**src/regc_pkg.sv**
```systemverilog
// Purpose: constants and types for rail enable gating and configuration
// Assumes: single 250 MHz clock, byte-wide registers on a plain port
// Notes: power-good inputs arrive asynchronously and are synchronised first
package regc_pkg;

  // Register offsets
  localparam logic [7:0] OFS_RAIL3_MASK  = 8'h0A;
  localparam logic [7:0] OFS_RAIL2_SRC   = 8'h0B;
  localparam logic [7:0] OFS_RAIL2_DLY   = 8'h0C;
  localparam logic [7:0] OFS_RAIL2_MASK  = 8'h20;
  localparam logic [7:0] OFS_STATUS      = 8'h21;

  // Reset values
  localparam logic [7:0] RST_RAIL3_MASK  = 8'h00;
  localparam logic [7:0] RST_RAIL2_SRC   = 8'hC0;
  localparam logic [7:0] RST_RAIL2_DLY   = 8'h00;
  localparam logic [7:0] RST_RAIL2_MASK  = 8'h00;

  // Field positions in the source/step/mask register
  localparam int POS_VSTEP     = 5;
  localparam int POS_SRC_HI    = 4;
  localparam int POS_SRC_LO    = 2;
  localparam int POS_MASK_PAIR = 1;
  localparam int POS_MASK_B1   = 0;
  // Field positions in the delay register
  localparam int POS_FALL_HI   = 5;
  localparam int POS_FALL_LO   = 3;
  localparam int POS_RISE_HI   = 2;
  localparam int POS_RISE_LO   = 0;

  // Power-good input index
  localparam int PG_STEP1   = 0;
  localparam int PG_STEP2   = 1;
  localparam int PG_STEP3   = 2;
  localparam int PG_STEP4   = 3;
  localparam int PG_STEP5   = 4;
  localparam int PG_STEP6   = 5;
  localparam int PG_SW_A1   = 6;
  localparam int PG_LDO2    = 7;
  localparam int PG_LDO3    = 8;
  localparam int PG_PAIR_B2 = 9;
  localparam int PG_SW_B1   = 10;
  localparam int PG_COUNT   = 11;
  localparam int CTL_COUNT  = 6;

  // Timing
  localparam int NS_PER_MS     = 1000000;
  localparam int CLK_PERIOD_NS = 4;
  localparam int CYCLES_PER_MS = (NS_PER_MS + CLK_PERIOD_NS - 1) / CLK_PERIOD_NS;
  localparam int DIV_W         = 18;
  localparam int MS_W          = 7;

  // Edge delays in ms per code
  localparam logic [MS_W-1:0] DLY_MS_0 = 7'h00;
  localparam logic [MS_W-1:0] DLY_MS_1 = 7'h02;
  localparam logic [MS_W-1:0] DLY_MS_2 = 7'h04;
  localparam logic [MS_W-1:0] DLY_MS_3 = 7'h08;
  localparam logic [MS_W-1:0] DLY_MS_4 = 7'h10;
  localparam logic [MS_W-1:0] DLY_MS_5 = 7'h18;
  localparam logic [MS_W-1:0] DLY_MS_6 = 7'h20;
  localparam logic [MS_W-1:0] DLY_MS_7 = 7'h40;

  typedef enum logic {ST_STEADY, ST_WAIT} regc_dly_state_type;

  function automatic logic [MS_W-1:0] regc_delay_ms(input logic [2:0] code);
    logic [MS_W-1:0] ms;
    ms = DLY_MS_0;
    unique case (code)
      3'h0: ms = DLY_MS_0;
      3'h1: ms = DLY_MS_1;
      3'h2: ms = DLY_MS_2;
      3'h3: ms = DLY_MS_3;
      3'h4: ms = DLY_MS_4;
      3'h5: ms = DLY_MS_5;
      3'h6: ms = DLY_MS_6;
      3'h7: ms = DLY_MS_7;
    endcase
    return ms;
  endfunction

endpackage

```
**src/regc_sync.sv**
```systemverilog
// Purpose: two-flop synchroniser for asynchronous pin levels
// Assumes: inputs are slow levels, not pulses
// Notes: first stage is read only by the second stage
`timescale 1ns/1ps
module regc_sync #(
  parameter int WIDTH = 1
) (
  input  wire logic             mclk,
  input  wire logic             arst_n,
  input  wire logic [WIDTH-1:0] async_in,
  output logic      [WIDTH-1:0] sync_out
);

  logic [WIDTH-1:0] meta_r;
  logic [WIDTH-1:0] sync_r;

  genvar i;
  generate
    for (i = 0; i < WIDTH; i++) begin : g_bit
      always_ff @(posedge mclk or negedge arst_n) begin
        if (!arst_n) begin
          meta_r[i] <= 1'b0;
          sync_r[i] <= 1'b0;
        end else begin
          meta_r[i] <= async_in[i];
          sync_r[i] <= meta_r[i];
        end
      end
    end
  endgenerate

  assign sync_out = sync_r;

endmodule

```
**src/regc_top.sv**
```systemverilog
// Purpose: enable gating for the second and third rails, edge delays for the second rail only
// Assumes: pins and power-good flags are asynchronous levels
// Notes: delay timebase restarts on each pending edge, so error is exactly one cycle
`timescale 1ns/1ps
module regc_top
  import regc_pkg::*;
#(
  parameter int MS_CYCLES = regc_pkg::CYCLES_PER_MS
) (
  input  wire logic                          mclk,
  input  wire logic                          arst_n,
  input  wire logic [7:0]                    reg_addr,
  input  wire logic [7:0]                    reg_wdata,
  input  wire logic                          reg_wr,
  input  wire logic                          reg_rd,
  output logic      [7:0]                    reg_rdata,
  input  wire logic [regc_pkg::CTL_COUNT-1:0] control_in,
  input  wire logic [regc_pkg::PG_COUNT-1:0]  power_good_flag,
  input  wire logic                          rail3_request,
  output logic                               rail2_enable,
  output logic                               rail3_enable,
  output logic                               rail2_vstep_select
);
  import regc_pkg::*;

  localparam logic [DIV_W-1:0] DIV_LAST = DIV_W'(MS_CYCLES - 1);

  logic [7:0]         mask3_r, mask3_nxt;
  logic [7:0]         src2_r, src2_nxt;
  logic [7:0]         dly2_r, dly2_nxt;
  logic [7:0]         mask2_r, mask2_nxt;
  logic [7:0]         rdata_r, rdata_nxt;
  logic [CTL_COUNT-1:0] ctl_s;
  logic [PG_COUNT-1:0]  pg_s;
  logic               req3_s;
  logic [2:0]         sel2;
  logic               src2;
  logic [7:0]         pg2_vec;
  logic [7:0]         pg3_vec;
  logic               good2;
  logic               good3;
  logic               req2;
  logic               req3;
  regc_dly_state_type st_r, st_nxt;
  logic               out2_r, out2_nxt;
  logic               out3_r, out3_nxt;
  logic [DIV_W-1:0]   div_r, div_nxt;
  logic [MS_W-1:0]    ms_r, ms_nxt;
  logic [MS_W-1:0]    target_ms;

  regc_sync #(.WIDTH(CTL_COUNT + PG_COUNT + 1)) u_sync (
    .mclk     (mclk),
    .arst_n   (arst_n),
    .async_in ({rail3_request, power_good_flag, control_in}),
    .sync_out ({req3_s, pg_s, ctl_s})
  );

  // Register file
  always_comb begin
    mask3_nxt = mask3_r;
    src2_nxt  = src2_r;
    dly2_nxt  = dly2_r;
    mask2_nxt = mask2_r;
    rdata_nxt = 8'h00;
    if (reg_wr) begin
      unique case (reg_addr)
        OFS_RAIL3_MASK: mask3_nxt = reg_wdata;
        OFS_RAIL2_SRC:  src2_nxt  = reg_wdata;
        OFS_RAIL2_DLY:  dly2_nxt  = reg_wdata;
        OFS_RAIL2_MASK: mask2_nxt = reg_wdata;
        default: ;
      endcase
    end
    if (reg_rd) begin
      unique case (reg_addr)
        OFS_RAIL3_MASK: rdata_nxt = mask3_r;
        OFS_RAIL2_SRC:  rdata_nxt = src2_r;
        OFS_RAIL2_DLY:  rdata_nxt = dly2_r;
        OFS_RAIL2_MASK: rdata_nxt = mask2_r;
        OFS_STATUS:     rdata_nxt = {4'h0, req2, st_r == ST_WAIT, out3_r, out2_r};
        default:        rdata_nxt = 8'h00;
      endcase
    end
  end

  always_ff @(posedge mclk or negedge arst_n) begin
    if (!arst_n) begin
      mask3_r <= RST_RAIL3_MASK;
      src2_r  <= RST_RAIL2_SRC;
      dly2_r  <= RST_RAIL2_DLY;
      mask2_r <= RST_RAIL2_MASK;
      rdata_r <= 8'h00;
    end else begin
      mask3_r <= mask3_nxt;
      src2_r  <= src2_nxt;
      dly2_r  <= dly2_nxt;
      mask2_r <= mask2_nxt;
      rdata_r <= rdata_nxt;
    end
  end

  assign reg_rdata = rdata_r;

  assign rail2_vstep_select = src2_r[POS_VSTEP];

  assign sel2 = src2_r[POS_SRC_HI:POS_SRC_LO];
  always_comb begin
    src2 = 1'b0;
    unique case (sel2)
      3'h0: src2 = ctl_s[0];
      3'h1: src2 = ctl_s[1];
      3'h2: src2 = ctl_s[4];
      3'h3: src2 = ctl_s[3];
      3'h4: src2 = ctl_s[2];
      3'h5: src2 = ctl_s[2] & ctl_s[3];
      3'h6: src2 = ctl_s[5];
      3'h7: src2 = 1'b1;
    endcase
  end

  assign pg2_vec = {pg_s[PG_LDO3], pg_s[PG_LDO2], pg_s[PG_SW_A1], pg_s[PG_STEP6],
                    pg_s[PG_STEP5], pg_s[PG_STEP4], pg_s[PG_STEP3], pg_s[PG_STEP1]};
  assign pg3_vec = {pg_s[PG_LDO3], pg_s[PG_LDO2], pg_s[PG_SW_A1], pg_s[PG_STEP6],
                    pg_s[PG_STEP5], pg_s[PG_STEP4], pg_s[PG_STEP2], pg_s[PG_STEP1]};

  assign good2 = (&(pg2_vec | mask2_r))
               & (pg_s[PG_PAIR_B2] | src2_r[POS_MASK_PAIR])
               & (pg_s[PG_SW_B1] | src2_r[POS_MASK_B1]);
  assign good3 = &(pg3_vec | mask3_r);

  assign req2 = src2 & good2;
  assign req3 = req3_s & good3;

  assign target_ms = out2_r ? regc_delay_ms(dly2_r[POS_FALL_HI:POS_FALL_LO])
                            : regc_delay_ms(dly2_r[POS_RISE_HI:POS_RISE_LO]);

  // Edge delay machine; live config changes apply to a wait in progress
  always_comb begin
    st_nxt   = st_r;
    out2_nxt = out2_r;
    div_nxt  = div_r;
    ms_nxt   = ms_r;
    unique case (st_r)
      ST_STEADY: begin
        div_nxt = '0;
        ms_nxt  = '0;
        if (req2 != out2_r) begin
          if (target_ms == DLY_MS_0) begin
            out2_nxt = req2;
          end else begin
            st_nxt = ST_WAIT;
          end
        end
      end
      ST_WAIT: begin
        // Glitch shorter than the delay is swallowed
        if (req2 == out2_r) begin
          st_nxt = ST_STEADY;
        end else if (div_r == DIV_LAST) begin
          div_nxt = '0;
          ms_nxt  = ms_r + 7'h01;
          if (ms_r + 7'h01 >= target_ms) begin
            out2_nxt = req2;
            st_nxt   = ST_STEADY;
          end
        end else begin
          div_nxt = div_r + 18'h00001;
        end
      end
    endcase
    out3_nxt = req3;
  end

  always_ff @(posedge mclk or negedge arst_n) begin
    if (!arst_n) begin
      st_r   <= ST_STEADY;
      out2_r <= 1'b0;
      out3_r <= 1'b0;
      div_r  <= '0;
      ms_r   <= '0;
    end else begin
      st_r   <= st_nxt;
      out2_r <= out2_nxt;
      out3_r <= out3_nxt;
      div_r  <= div_nxt;
      ms_r   <= ms_nxt;
    end
  end

  assign rail2_enable = out2_r;
  assign rail3_enable = out3_r;

  // Helper: cycles the request has differed from the output
  logic [31:0] miss_r;
  logic [31:0] exp_cyc;
  always_ff @(posedge mclk or negedge arst_n) begin
    if (!arst_n) begin
      miss_r <= 32'h0;
    end else begin
      miss_r <= (req2 != out2_r) ? miss_r + 32'h1 : 32'h0;
    end
  end

  assign exp_cyc = 32'(int'(target_ms) * MS_CYCLES);
endmodule

```
**config.mk**
```make
export PLATFORM = sky130hd
export DESIGN_NAME = regc_top
export DESIGN_NICKNAME = d
export VERILOG_FILES = /design/src/regc_pkg.sv /design/src/regc_sync.sv /design/src/regc_top.sv
export SDC_FILE = /design/constraint.sdc
export NUM_CORES = 1
export LEC_CHECK = 0
export BUFFER_PORTS_ARGS = -buffer_cell sky130_fd_sc_hd__buf_2
export CORE_MARGIN = 2
export CORE_UTILIZATION = 55
export DETAILED_ROUTE_END_ITERATION = 10
export GPL_TIMING_DRIVEN = 0
export MAX_ROUTING_LAYER = met4
export PLACE_DENSITY = 0.75
export SLEW_MARGIN = 40
export SYNTH_ARGS = -nofsm -noshare
export SYNTH_HDL_FRONTEND = slang
export SYNTH_HIERARCHICAL = 1
export SYNTH_SLANG_ARGS = --single-unit
export TNS_END_PERCENT = 50
```
**constraint.sdc**
```tcl
create_clock -name mclk -period 5.8 [get_ports mclk]
set_input_delay 0.58 -clock mclk [delete_from_list [all_inputs] [get_ports mclk]]
set_output_delay 0.58 -clock mclk [all_outputs]
set_load 0.03 [all_outputs]
```
==> results of run 1 <==
## cells by family after synthesis
kind of cell | synth area share, %
XOR/XNOR | 1.696
flip-flops | 56.04
AO/OA/AOI/OAI | 13.00
buffers and inverters | 2.342
adder cells (fa/ha/maj) | 2.154
multiplexers | 11.20
AND/OR/NAND/NOR | 13.57
## flip-flops by register name (all words and copies together) (netlist names)
name             count
ms_r                 7
rail2_enable         1
div_r               18
dly2_r               8
mask3_r              8
mask2_r              8
src2_r               8
reg_rdata            8
u_sync/sync_out     18
u_sync/meta_r       18
rail3_enable         1
st_r                 1
## final cells by class
class / instances / share of cell area (%)
Timing Repair Buffer: 48 / 5.189
Tap cell: 105 / 2.499
Clock inverter: 6 / 1.166
Sequential cell: 104 / 49.56
Inverter: 7 / 0.4999
Clock buffer: 10 / 2.618
Buffer: 18 / 1.571
Multi-Input combinational cell: 265 / 36.90
## synth_stat cells (all sizes together) (2+ instances only)
cell / n
a21oi: 16
a222oi: 6
a22oi: 2
a31oi: 2
and3: 6
and3b: 2
buf: 5
clkbuf: 13
dfrtp: 102
dfstp: 2
ha: 8
inv: 7
mux2: 45
nand2: 37
nand2b: 2
nand3: 14
nand4: 5
nor2: 21
nor3: 5
nor3b: 3
nor4: 3
nor4b: 2
o211ai: 8
o21ai: 14
o22a: 3
o22ai: 6
o31ai: 12
or2: 2
or3: 3
or4: 11
xnor2: 7
xor2: 2
## report_power, final
part           internal, uW  switching [uW]
clock                   179             268
sequential              748            13.3
combinational          35.3            41.4
total                   963             323
## metrics by stage
| stage | area, sq um | utilization, % | hold slack [ps] | instances |
|---|---|---|---|---|
| 2_1_floorplan | 4648 | - | 284.4 | 394 |
| 3_3_place_gp | 5015 | 61.03 | 331.4 | 546 |
| 3_5_place_dp | 5052 | 61.49 | 334.7 | 547 |
| 4_1_cts | 5251 | 63.91 | 34.68 | 563 |
| 5_1_grt | 5256 | 63.97 | 32.09 | 563 |
| 6_report | 5256 | 63.97 | 34.14 | 563 |
## worst reg2reg max path, cell delays in order (launching register included)
cell and delay [ps]:
dfrtp_1 400, clkbuf_1 180, clkbuf_1 240, nand2b_1 220, or3_1 310, o31ai_1 80, ha_1 280, a21bo_2 190
a221oi_1 260, o21ai_0 190, a22o_1 210, a211o_1 280
## how the worst max path moves through the flow
| stage | slack [ps] | cells past startpoint | startpoint | end |
|---|---|---|---|---|
| floorplan | 3010 | 11 | rail2_enable$_DFFE_PN0P_ | rail2_enable$_DFFE_PN0P_ |
| global placement | 2910 | 11 | rail2_enable$_DFFE_PN0P_ | rail2_enable$_DFFE_PN0P_ |
| detailed placement | 2830 | 11 | rail2_enable$_DFFE_PN0P_ | rail2_enable$_DFFE_PN0P_ |
| CTS | 2830 | 11 | rail2_enable$_DFFE_PN0P_ | rail2_enable$_DFFE_PN0P_ |
| global route | 2620 | 11 | rail2_enable$_DFFE_PN0P_ | rail2_enable$_DFFE_PN0P_ |
| finish | 2850 | 11 | rail2_enable$_DFFE_PN0P_ | rail2_enable$_DFFE_PN0P_ |
## layer usage
| metal | up-vias | global-route usage [%] | part of all wire, % |
|---|---|---|---|
| met3 | 9 | 5.560 | 4.9 |
| li1 | 1590 | - | - |
| met5 | - | - | 0 |
| met1 | 1716 | 30.89 | 44 |
| met4 | 0 | 5.357 | 0.92 |
| met2 | 84 | 36.42 | 50 |
==> flow_metrics.env, run 1 <==
export IMPL_tightest_slew_ps=720.8
export IMPL_die_w_microns=95.93
export IMPL_yosysTopAreaCell="dfrtp_1"
export IMPL_routed_wirelength_mm=9.556
export IMPL_fin_ws_ps=2850
export IMPL_drt_antenna_violating_nets=0
export IMPL_rr_startpoint="rail2_enable$_DFFE_PN0P_"
export IMPL_drive_above_1_share_pct=27.29
export IMPL_route_vias_total=3399
export IMPL_max_slew_margin_rel_pct=51.77
export IMPL_syn_area_per_cell_sq_um=11.80
export IMPL_synth_seq_area_share_pct=56.04
export IMPL_setup_viol=0
export IMPL_cts_resized=0
export IMPL_postCtsSetupRepairBufs=0
export IMPL_place_gp_congestion=0.9517
export IMPL_grt_usage_pct=23.16
export IMPL_finClkSkew_ps=8.398
export IMPL_rows=33
export IMPL_max_freq_ghz=0.3390
export IMPL_crit_type="reg -> reg"
export IMPL_synth_top_cell_area_share_pct=54.91
export IMPL_drt_iter0_markers=200
export IMPL_fillerInstances=640
export IMPL_start_util_pct=56.57
export IMPL_multiInputGateArea_sq_um=1939
export IMPL_r2r_slack_ps=2850
export IMPL_startpoint_type="flip-flop"
export IMPL_viasPerCell=6.037
export IMPL_r2r_end="rail2_enable$_DFFE_PN0P_"
export IMPL_hold_viol_final=0
export IMPL_cts_tree="yes"
export IMPL_grt_pass1_vias=3259
export IMPL_outcome="finished clean"
export IMPL_insertion_delay_ps=370
export IMPL_worst_path_max_delay_cell="dfrtp_1"
export IMPL_layout_common_cells="dfrtp_1, buf_2, mux2_2, nand2_1, nor2_1"
export IMPL_leakage_uw=0.002359
export IMPL_synth_area_leaders="dfrtp_1, mux2_2, nand2_1"
export IMPL_r2r_cells=11
export IMPL_worst_path_buf_inv=2
export IMPL_vdd_drop_max_mv=0.2282
export IMPL_seq_area_sq_um=2605
export IMPL_clk_pin_slew_ps=100
export IMPL_cp_top_family="compound AO/OA/AOI/OAI gates"
export IMPL_dp_slack_ps=2835
export IMPL_cts_sinks=104
export IMPL_dpl_hpwl_mm=6.943
export IMPL_routedWlPerCell_microns=16.97
export IMPL_area_growth_pct=13.08
export IMPL_layout_commonest_cell="dfrtp_1"
export IMPL_overflow=0
export IMPL_synthesis_nets=440
export IMPL_core_region_area_sq_um=8217
export IMPL_grt_pass1_wl_mm=15.83
export IMPL_num_io_pins=49
export IMPL_clk_path_buf_depth=2
export IMPL_cts_hold_buffers=0
export IMPL_path_common_cell="clkbuf_1"
export IMPL_port_buffers=47
export IMPL_crit_path_max_fanout=10
export IMPL_finalCriticalPeriod_ps=2950
export IMPL_die_area_sq_um=9203
export IMPL_end_kind="flip-flop"
export IMPL_n_antenna_cell=0
export IMPL_max_stage_delay_ps=400
export IMPL_yosysWarnings=6
export IMPL_synth_cell_types=57
export IMPL_cts_made_buffers=9
export IMPL_grt_max_degree=80
export IMPL_drv_cap=0
export IMPL_nets=499
export IMPL_ys_ff_latch=104
export IMPL_dr_pass1_iters=5
export IMPL_cts_root_buf="clkbuf_8"
export IMPL_hold_path_class="in -> async"
export IMPL_period_share_pct=50.86
export IMPL_synthFlopType="dfrtp_1"
export IMPL_antenna_found_initial=0
export IMPL_die_y_microns=95.93
export IMPL_drv_slew=0
export IMPL_drc=0
export IMPL_path_cells="clkbuf_1 -> clkbuf_1 -> nand2b_1 -> or3_1 -> o31ai_1 -> ha_1 -> a21bo_2 -> a221oi_1 -> o21ai_0 -> a22o_1 -> a211o_1"
export IMPL_rsz0062_at_grt="no"
export IMPL_tns_ps=0
export IMPL_synth_edff_count=0
export IMPL_critPathRequiredTime_ps=6060
export IMPL_h_tree_depth=3
export IMPL_crit_arrival_ps=3210
export IMPL_syn_cell_area_sq_um=4648
export IMPL_powerDensity_nw_per_um2=244.5
export IMPL_synthArstFlopShare_pct=100.0
export IMPL_synth_cells=394
export IMPL_p_total_uw=1285
No activity file was read; power rests on OpenSTA's default activity.
==> run 2, diff against run 1 <==
- clock period: 5.8 -> 2.9 ns (I/O delays scaled with it)
==> run 2 against run 1 <==
Setup slack worse by 2600 ps. Cell count is 1.1% higher. Register-to-register slack got worse by 2600 ps. Clock skew hardly changed. Power rose by 100%. First-iteration DRC count fell by 26%. Wire length is 0.43% higher. Clock power grew 100%. Final area grew 1.4%.
==> flow_metrics.env, run 2 (synthesis results as in run 1) <==
export IMPL_clk_path_buf_depth=2
export IMPL_core_region_area_sq_um=8217
export IMPL_placed_cell_area_sq_um=5052
export IMPL_n_antenna_cell=0
export IMPL_cts_root_buf="clkbuf_8"
export IMPL_h_tree_depth=3
export IMPL_dpl_hpwl_mm=6.943
export IMPL_leakage_uw=0.002388
export IMPL_finalCriticalPeriod_ps=2671
export IMPL_grt_pass1_vias=3259
export IMPL_hold_viol_final=0
export IMPL_design_area_sq_um=5330
export IMPL_postCtsSetupRepairBufs=0
export IMPL_rows=33
export IMPL_grt_pass1_wl_mm=15.81
export IMPL_rsz0062_at_grt="no"
export IMPL_grt_max_degree=80
export IMPL_drt_iter0_markers=148
export IMPL_viasPerCell=5.996
export IMPL_drv_slew=0
export IMPL_drv_cap=0
export IMPL_port_buffers=47
export IMPL_cts_made_buffers=9
export IMPL_critPathRequiredTime_ps=3150
export IMPL_cts_tree="yes"
export IMPL_nets=505
export IMPL_hold_path_class="in -> reg"
export IMPL_crit_path_max_fanout=17
export IMPL_startpoint_type="flip-flop"
export IMPL_powerDensity_nw_per_um2=483.9
export IMPL_routedWlPerCell_microns=16.87
export IMPL_comb_power_share_pct=6.3
export IMPL_outcome="finished clean"
export IMPL_route_vias_total=3412
export IMPL_fillerInstances=632
export IMPL_vdd_drop_max_mv=0.4540
export IMPL_hold_start="power_good_flag[6]"
export IMPL_drive_above_1_share_pct=27.16
export IMPL_r2r_slack_ps=230
export IMPL_max_freq_ghz=0.3744
export IMPL_layout_commonest_cell="dfrtp_1"
export IMPL_seqPwrFrac_pct=59.1
export IMPL_area_growth_pct=14.67
export IMPL_num_io_pins=49
export IMPL_start_util_pct=56.57
export IMPL_die_area_sq_um=9203
export IMPL_setup_viol=0
export IMPL_startpoint="rail2_enable$_DFFE_PN0P_"
export IMPL_post_route_util_pct=64.87
export IMPL_swShare_pct=25.07
export IMPL_overflow=0
export IMPL_stdcell_count=569
export IMPL_max_slew_margin_rel_pct=51.03
export IMPL_die_w_microns=95.93
export IMPL_clk_pin_slew_ps=100
export IMPL_rr_startpoint="rail2_enable$_DFFE_PN0P_"
export IMPL_routed_wirelength_mm=9.597
export IMPL_internal_power_uw=1933
export IMPL_post_place_cells=547
export IMPL_dr_pass1_iters=4
export IMPL_layout_common_cells="dfrtp_1, buf_2, mux2_2, nand2_1, nor2_1"
export IMPL_insertion_delay_ps=370
export IMPL_place_gp_congestion=0.9517
export IMPL_p_clk_share_pct=34.7
export IMPL_crit_type="reg -> reg"
export IMPL_period_share_pct=92.11
export IMPL_finClkSkew_ps=8.071
export IMPL_die_y_microns=95.93
export IMPL_tns_ps=0
export IMPL_antenna_found_initial=0
export IMPL_drc=0
export IMPL_p_sw_uw=646.6
export IMPL_cts_sinks=104
export IMPL_grt_usage_pct=23.15
export IMPL_end_kind="flip-flop"
export IMPL_crit_arrival_ps=2930
export IMPL_drt_antenna_violating_nets=0
export IMPL_tightest_slew_ps=731.9
-- run 2: cell types whose count changed in the layout (fill, tap and decap cells not counted), sizes merged --
cell,previous run,this run
clkbuf,23,21
dlygate4sd3,0,8
-- run 2: layer usage --
| metal | global-route usage, % | share of wire (%) | up-vias |
|---|---|---|---|
| met4 | 5.357 | 0.93 | 0 |
| met1 | 30.84 | 44 | 1708 |
| met2 | 36.42 | 50 | 94 |
| met5 | - | 0 | - |
| met3 | 5.560 | 5.1 | 11 |
| li1 | - | - | 1599 |
-- run 2: worst paths after layout --
check                                                     to  depth (start not counted)
min in group asynchronous               div_r[8]$_DFFE_PN0P_                          2
worst min register to register  u_sync/sync_out[4]$_DFF_PN0_                          0
max in group asynchronous              src2_r[6]$_DFFE_PN1P_                          3
worst max-delay path                rail2_enable$_DFFE_PN0P_                          9
worst max register to register      rail2_enable$_DFFE_PN0P_                          9
worst min-delay path             u_sync/meta_r[12]$_DFF_PN0_                          1
-- run 2: worst max-delay path: stages (launching register included) --
cell      delay, ps
dfrtp_2         520
nand2b_1        210
or3_1           310
o31ai_1          80
ha_1            280
a21bo_2         190
a221oi_1        270
o21ai_0         200
a22o_1          210
a211o_1         280
-- run 2: timing repair --
action,4_1_cts,5_1_grt
endpoints found under the setup margin,1,2
resized for setup,0,1
hold buffers,3,5
endpoints found under the hold margin,27,5
-- run 2: cell type report --
cell class,instances,area [sq um],area share (%)
clock inverter,6,61.31,1.150
tap,105,131.4,2.465
multi-input combinational,265,1939,36.38
clock buffer,10,137.6,2.582
buffer,16,75.07,1.408
sequential,104,2606,48.90
inverter,7,26.28,0.4930
timing repair buffer,56,352.8,6.620
-- run 2: through the flow --
stage	setup slack, ps	hold slack, ps	power (uW)
after global routing	66.55	0.0009159	2691
final	228.8	23.57	2579
after CTS	19.47	1.969	2604
after detailed placement	-65.45	147.0	1708
after global placement	7.275	331.4	1694
after floorplan	107.6	-5.591	1619
-- run 2: power by group through the flow --
stage          clock, uW  combinational [uW]  sequential (uW)
2_1_floorplan          0                74.7             1540
3_3_place_gp           0                 145             1550
3_5_place_dp           0                 156             1550
4_1_cts              921                 160             1520
5_1_grt              980                 181             1530
6_report             894                 162             1520
==> run 3, diff against run 2 <==
- CORE_MARGIN: 2 -> 3
==> run 3 against run 2 <==
Sequential cell count did not move. Hold slack lost 0.93 ps. Final area increased by 1.2%. Sequential power hardly changed. Critical path type unchanged. Largest power group unchanged. Critical endpoint unchanged. Critical path depth unchanged. Global-route usage is 0.68 points lower. Non-clock buffer count rose by 5. Die area up 4.2%. Register-to-register slack got worse by 30 ps. Count of clock-buffer cells in the layout shrank 1. Via count fell by 0.23%. Power rose by 1.9%. Largest cell class unchanged.
==> flow_metrics.env, run 3 (synthesis results as in run 1) <==
export IMPL_outcome="finished clean"
export IMPL_setup_viol=0
export IMPL_worstHoldPathCells=1
export IMPL_start_util_pct=58.34
export IMPL_r2r_cells=9
export IMPL_cts_root_buf="clkbuf_8"
export IMPL_layout_common_cells="dfrtp_1, buf_2, mux2_2, nand2_1, nor2_1"
export IMPL_seqPwrFrac_pct=58.0
export IMPL_postCtsSetupRepairBufs=0
export IMPL_viasPerCell=5.961
export IMPL_hold_path_class="in -> reg"
export IMPL_drive_above_1_share_pct=26.65
export IMPL_placed_cell_area_sq_um=5049
export IMPL_dr_pass1_iters=5
export IMPL_grt_pass1_vias=3453
export IMPL_internal_power_uw=1942
export IMPL_comb_power_share_pct=6.5
export IMPL_routed_wirelength_mm=9.897
export IMPL_hold_viol_final=0
export IMPL_finClkSkew_ps=13.57
export IMPL_die_area_sq_um=9590
export IMPL_finalCriticalPeriod_ps=2702
export IMPL_hold_ws_ps=22.64
export IMPL_routedWlPerCell_microns=17.33
export IMPL_clk_pin_slew_ps=110
export IMPL_vdd_drop_max_mv=0.3970
export IMPL_drc=0
export IMPL_area_growth_pct=16.07
export IMPL_drv_cap=0
export IMPL_route_vias_total=3404
export IMPL_core_region_area_sq_um=7968
export IMPL_clk_path_buf_depth=2
export IMPL_max_freq_ghz=0.3701
export IMPL_die_y_microns=97.93
export IMPL_n_antenna_cell=0
export IMPL_p_clk_share_pct=35.5
export IMPL_drt_iter0_markers=298
export IMPL_dpl_hpwl_mm=7.046
export IMPL_tns_ps=0
export IMPL_startpoint_type="flip-flop"
export IMPL_drv_slew=0
export IMPL_antenna_found_initial=0
export IMPL_num_io_pins=49
export IMPL_crit_type="reg -> reg"
export IMPL_drt_antenna_violating_nets=0
export IMPL_design_area_sq_um=5395
export IMPL_rsz0062_at_grt="no"
export IMPL_grt_max_degree=74
export IMPL_place_gp_congestion=0.9178
export IMPL_max_slew_margin_rel_pct=44.49
export IMPL_grt_pass1_wl_mm=16.77
export IMPL_crit_arrival_ps=2960
export IMPL_p_sw_uw=687.6
export IMPL_powerDensity_nw_per_um2=487.4
export IMPL_die_w_microns=97.93
export IMPL_crit_path_max_fanout=17
export IMPL_h_tree_depth=3
export IMPL_tightest_slew_ps=832.6
export IMPL_grt_usage_pct=22.46
export IMPL_cts_tree="yes"
export IMPL_insertion_delay_ps=370
export IMPL_nets=510
export IMPL_critPathRequiredTime_ps=3160
export IMPL_swShare_pct=26.15
export IMPL_layout_commonest_cell="dfrtp_1"
export IMPL_port_buffers=47
export IMPL_fillerInstances=591
export IMPL_cts_sinks=104
export IMPL_leakage_uw=0.002424
export IMPL_cts_made_buffers=9
export IMPL_end_kind="flip-flop"
export IMPL_period_share_pct=93.18
export IMPL_overflow=0
export IMPL_rows=32
==> run 3: cell types whose count changed in the layout (fill, tap and decap cells not counted), sizes merged <==
cell / change
clkbuf: -1
clkinv: +2
clkinvlp: -1
dlygate4sd3: +5
==> run 3: critical path: stages, from the launching register on <==
cell and delay, ps:
dfrtp_2 530, nand2b_1 220, or3_1 330, o31ai_1 90
ha_1 290, a21bo_2 190, a221oi_1 260, o21ai_0 190
a22o_1 210, a211o_1 280
==> run 3: per-stage QoR <==
step	total power (uW)	util, %	setup WS (ps)	std cells
floorplan	1619	-	107.6	394
global placement	1696	62.89	-24.48	543
detailed placement	1710	63.36	-83.29	544
CTS	2662	67.70	102.3	571
global route	2749	67.71	69.46	571
finish	2630	67.71	197.9	571
==> run 3: final timing paths <==
kind                       slack [ps]                        from                      endpoint
min                                20          power_good_flag[2]    u_sync/meta_r[8]$_DFF_PN0_
max                               200    rail2_enable$_DFFE_PN0P_      rail2_enable$_DFFE_PN0P_
max reg2reg                       200    rail2_enable$_DFFE_PN0P_      rail2_enable$_DFFE_PN0P_
max in group asynchronous        1910                      arst_n         src2_r[7]$_DFFE_PN1P_
min in group asynchronous         350                      arst_n          div_r[9]$_DFFE_PN0P_
min reg2reg                       350  u_sync/meta_r[4]$_DFF_PN0_  u_sync/sync_out[4]$_DFF_PN0_
==> run 3: per-layer routing <==
metal / global-route usage [%] / vias to the layer above / share of wire [%]
li1: - / 1610 / -
met1: 30.98 / 1666 / 47
met2: 33.40 / 112 / 47
met3: 5.214 / 16 / 5.0
met4: 6.816 / 0 / 1.4
met5: - / - / 0
==> run 3: final cells by class <==
class	instances	area (sq um)	area share, %
buffer	16	75.07	1.391
clock buffer	9	123.9	2.296
clock inverter	7	98.84	1.832
inverter	7	26.28	0.4870
multi-input combinational	265	1934	35.85
sequential	104	2606	48.31
tap	102	127.6	2.365
timing repair buffer	61	402.9	7.468
==> run 3: power by group through the flow <==
stage	sequential, uW	clock, uW	combinational, uW
detailed placement	1550	0	157
CTS	1520	967	171
finish	1530	934	170
floorplan	1540	0	74.7
global route	1530	1030	190
global placement	1550	0	145
==> run 3: what timing repair did <==
action	CTS	global route
pin swaps	0	0
hold buffers	13	0
setup endpoints to repair	1	1
hold endpoints to repair	43	0
gates resized for setup	0	1
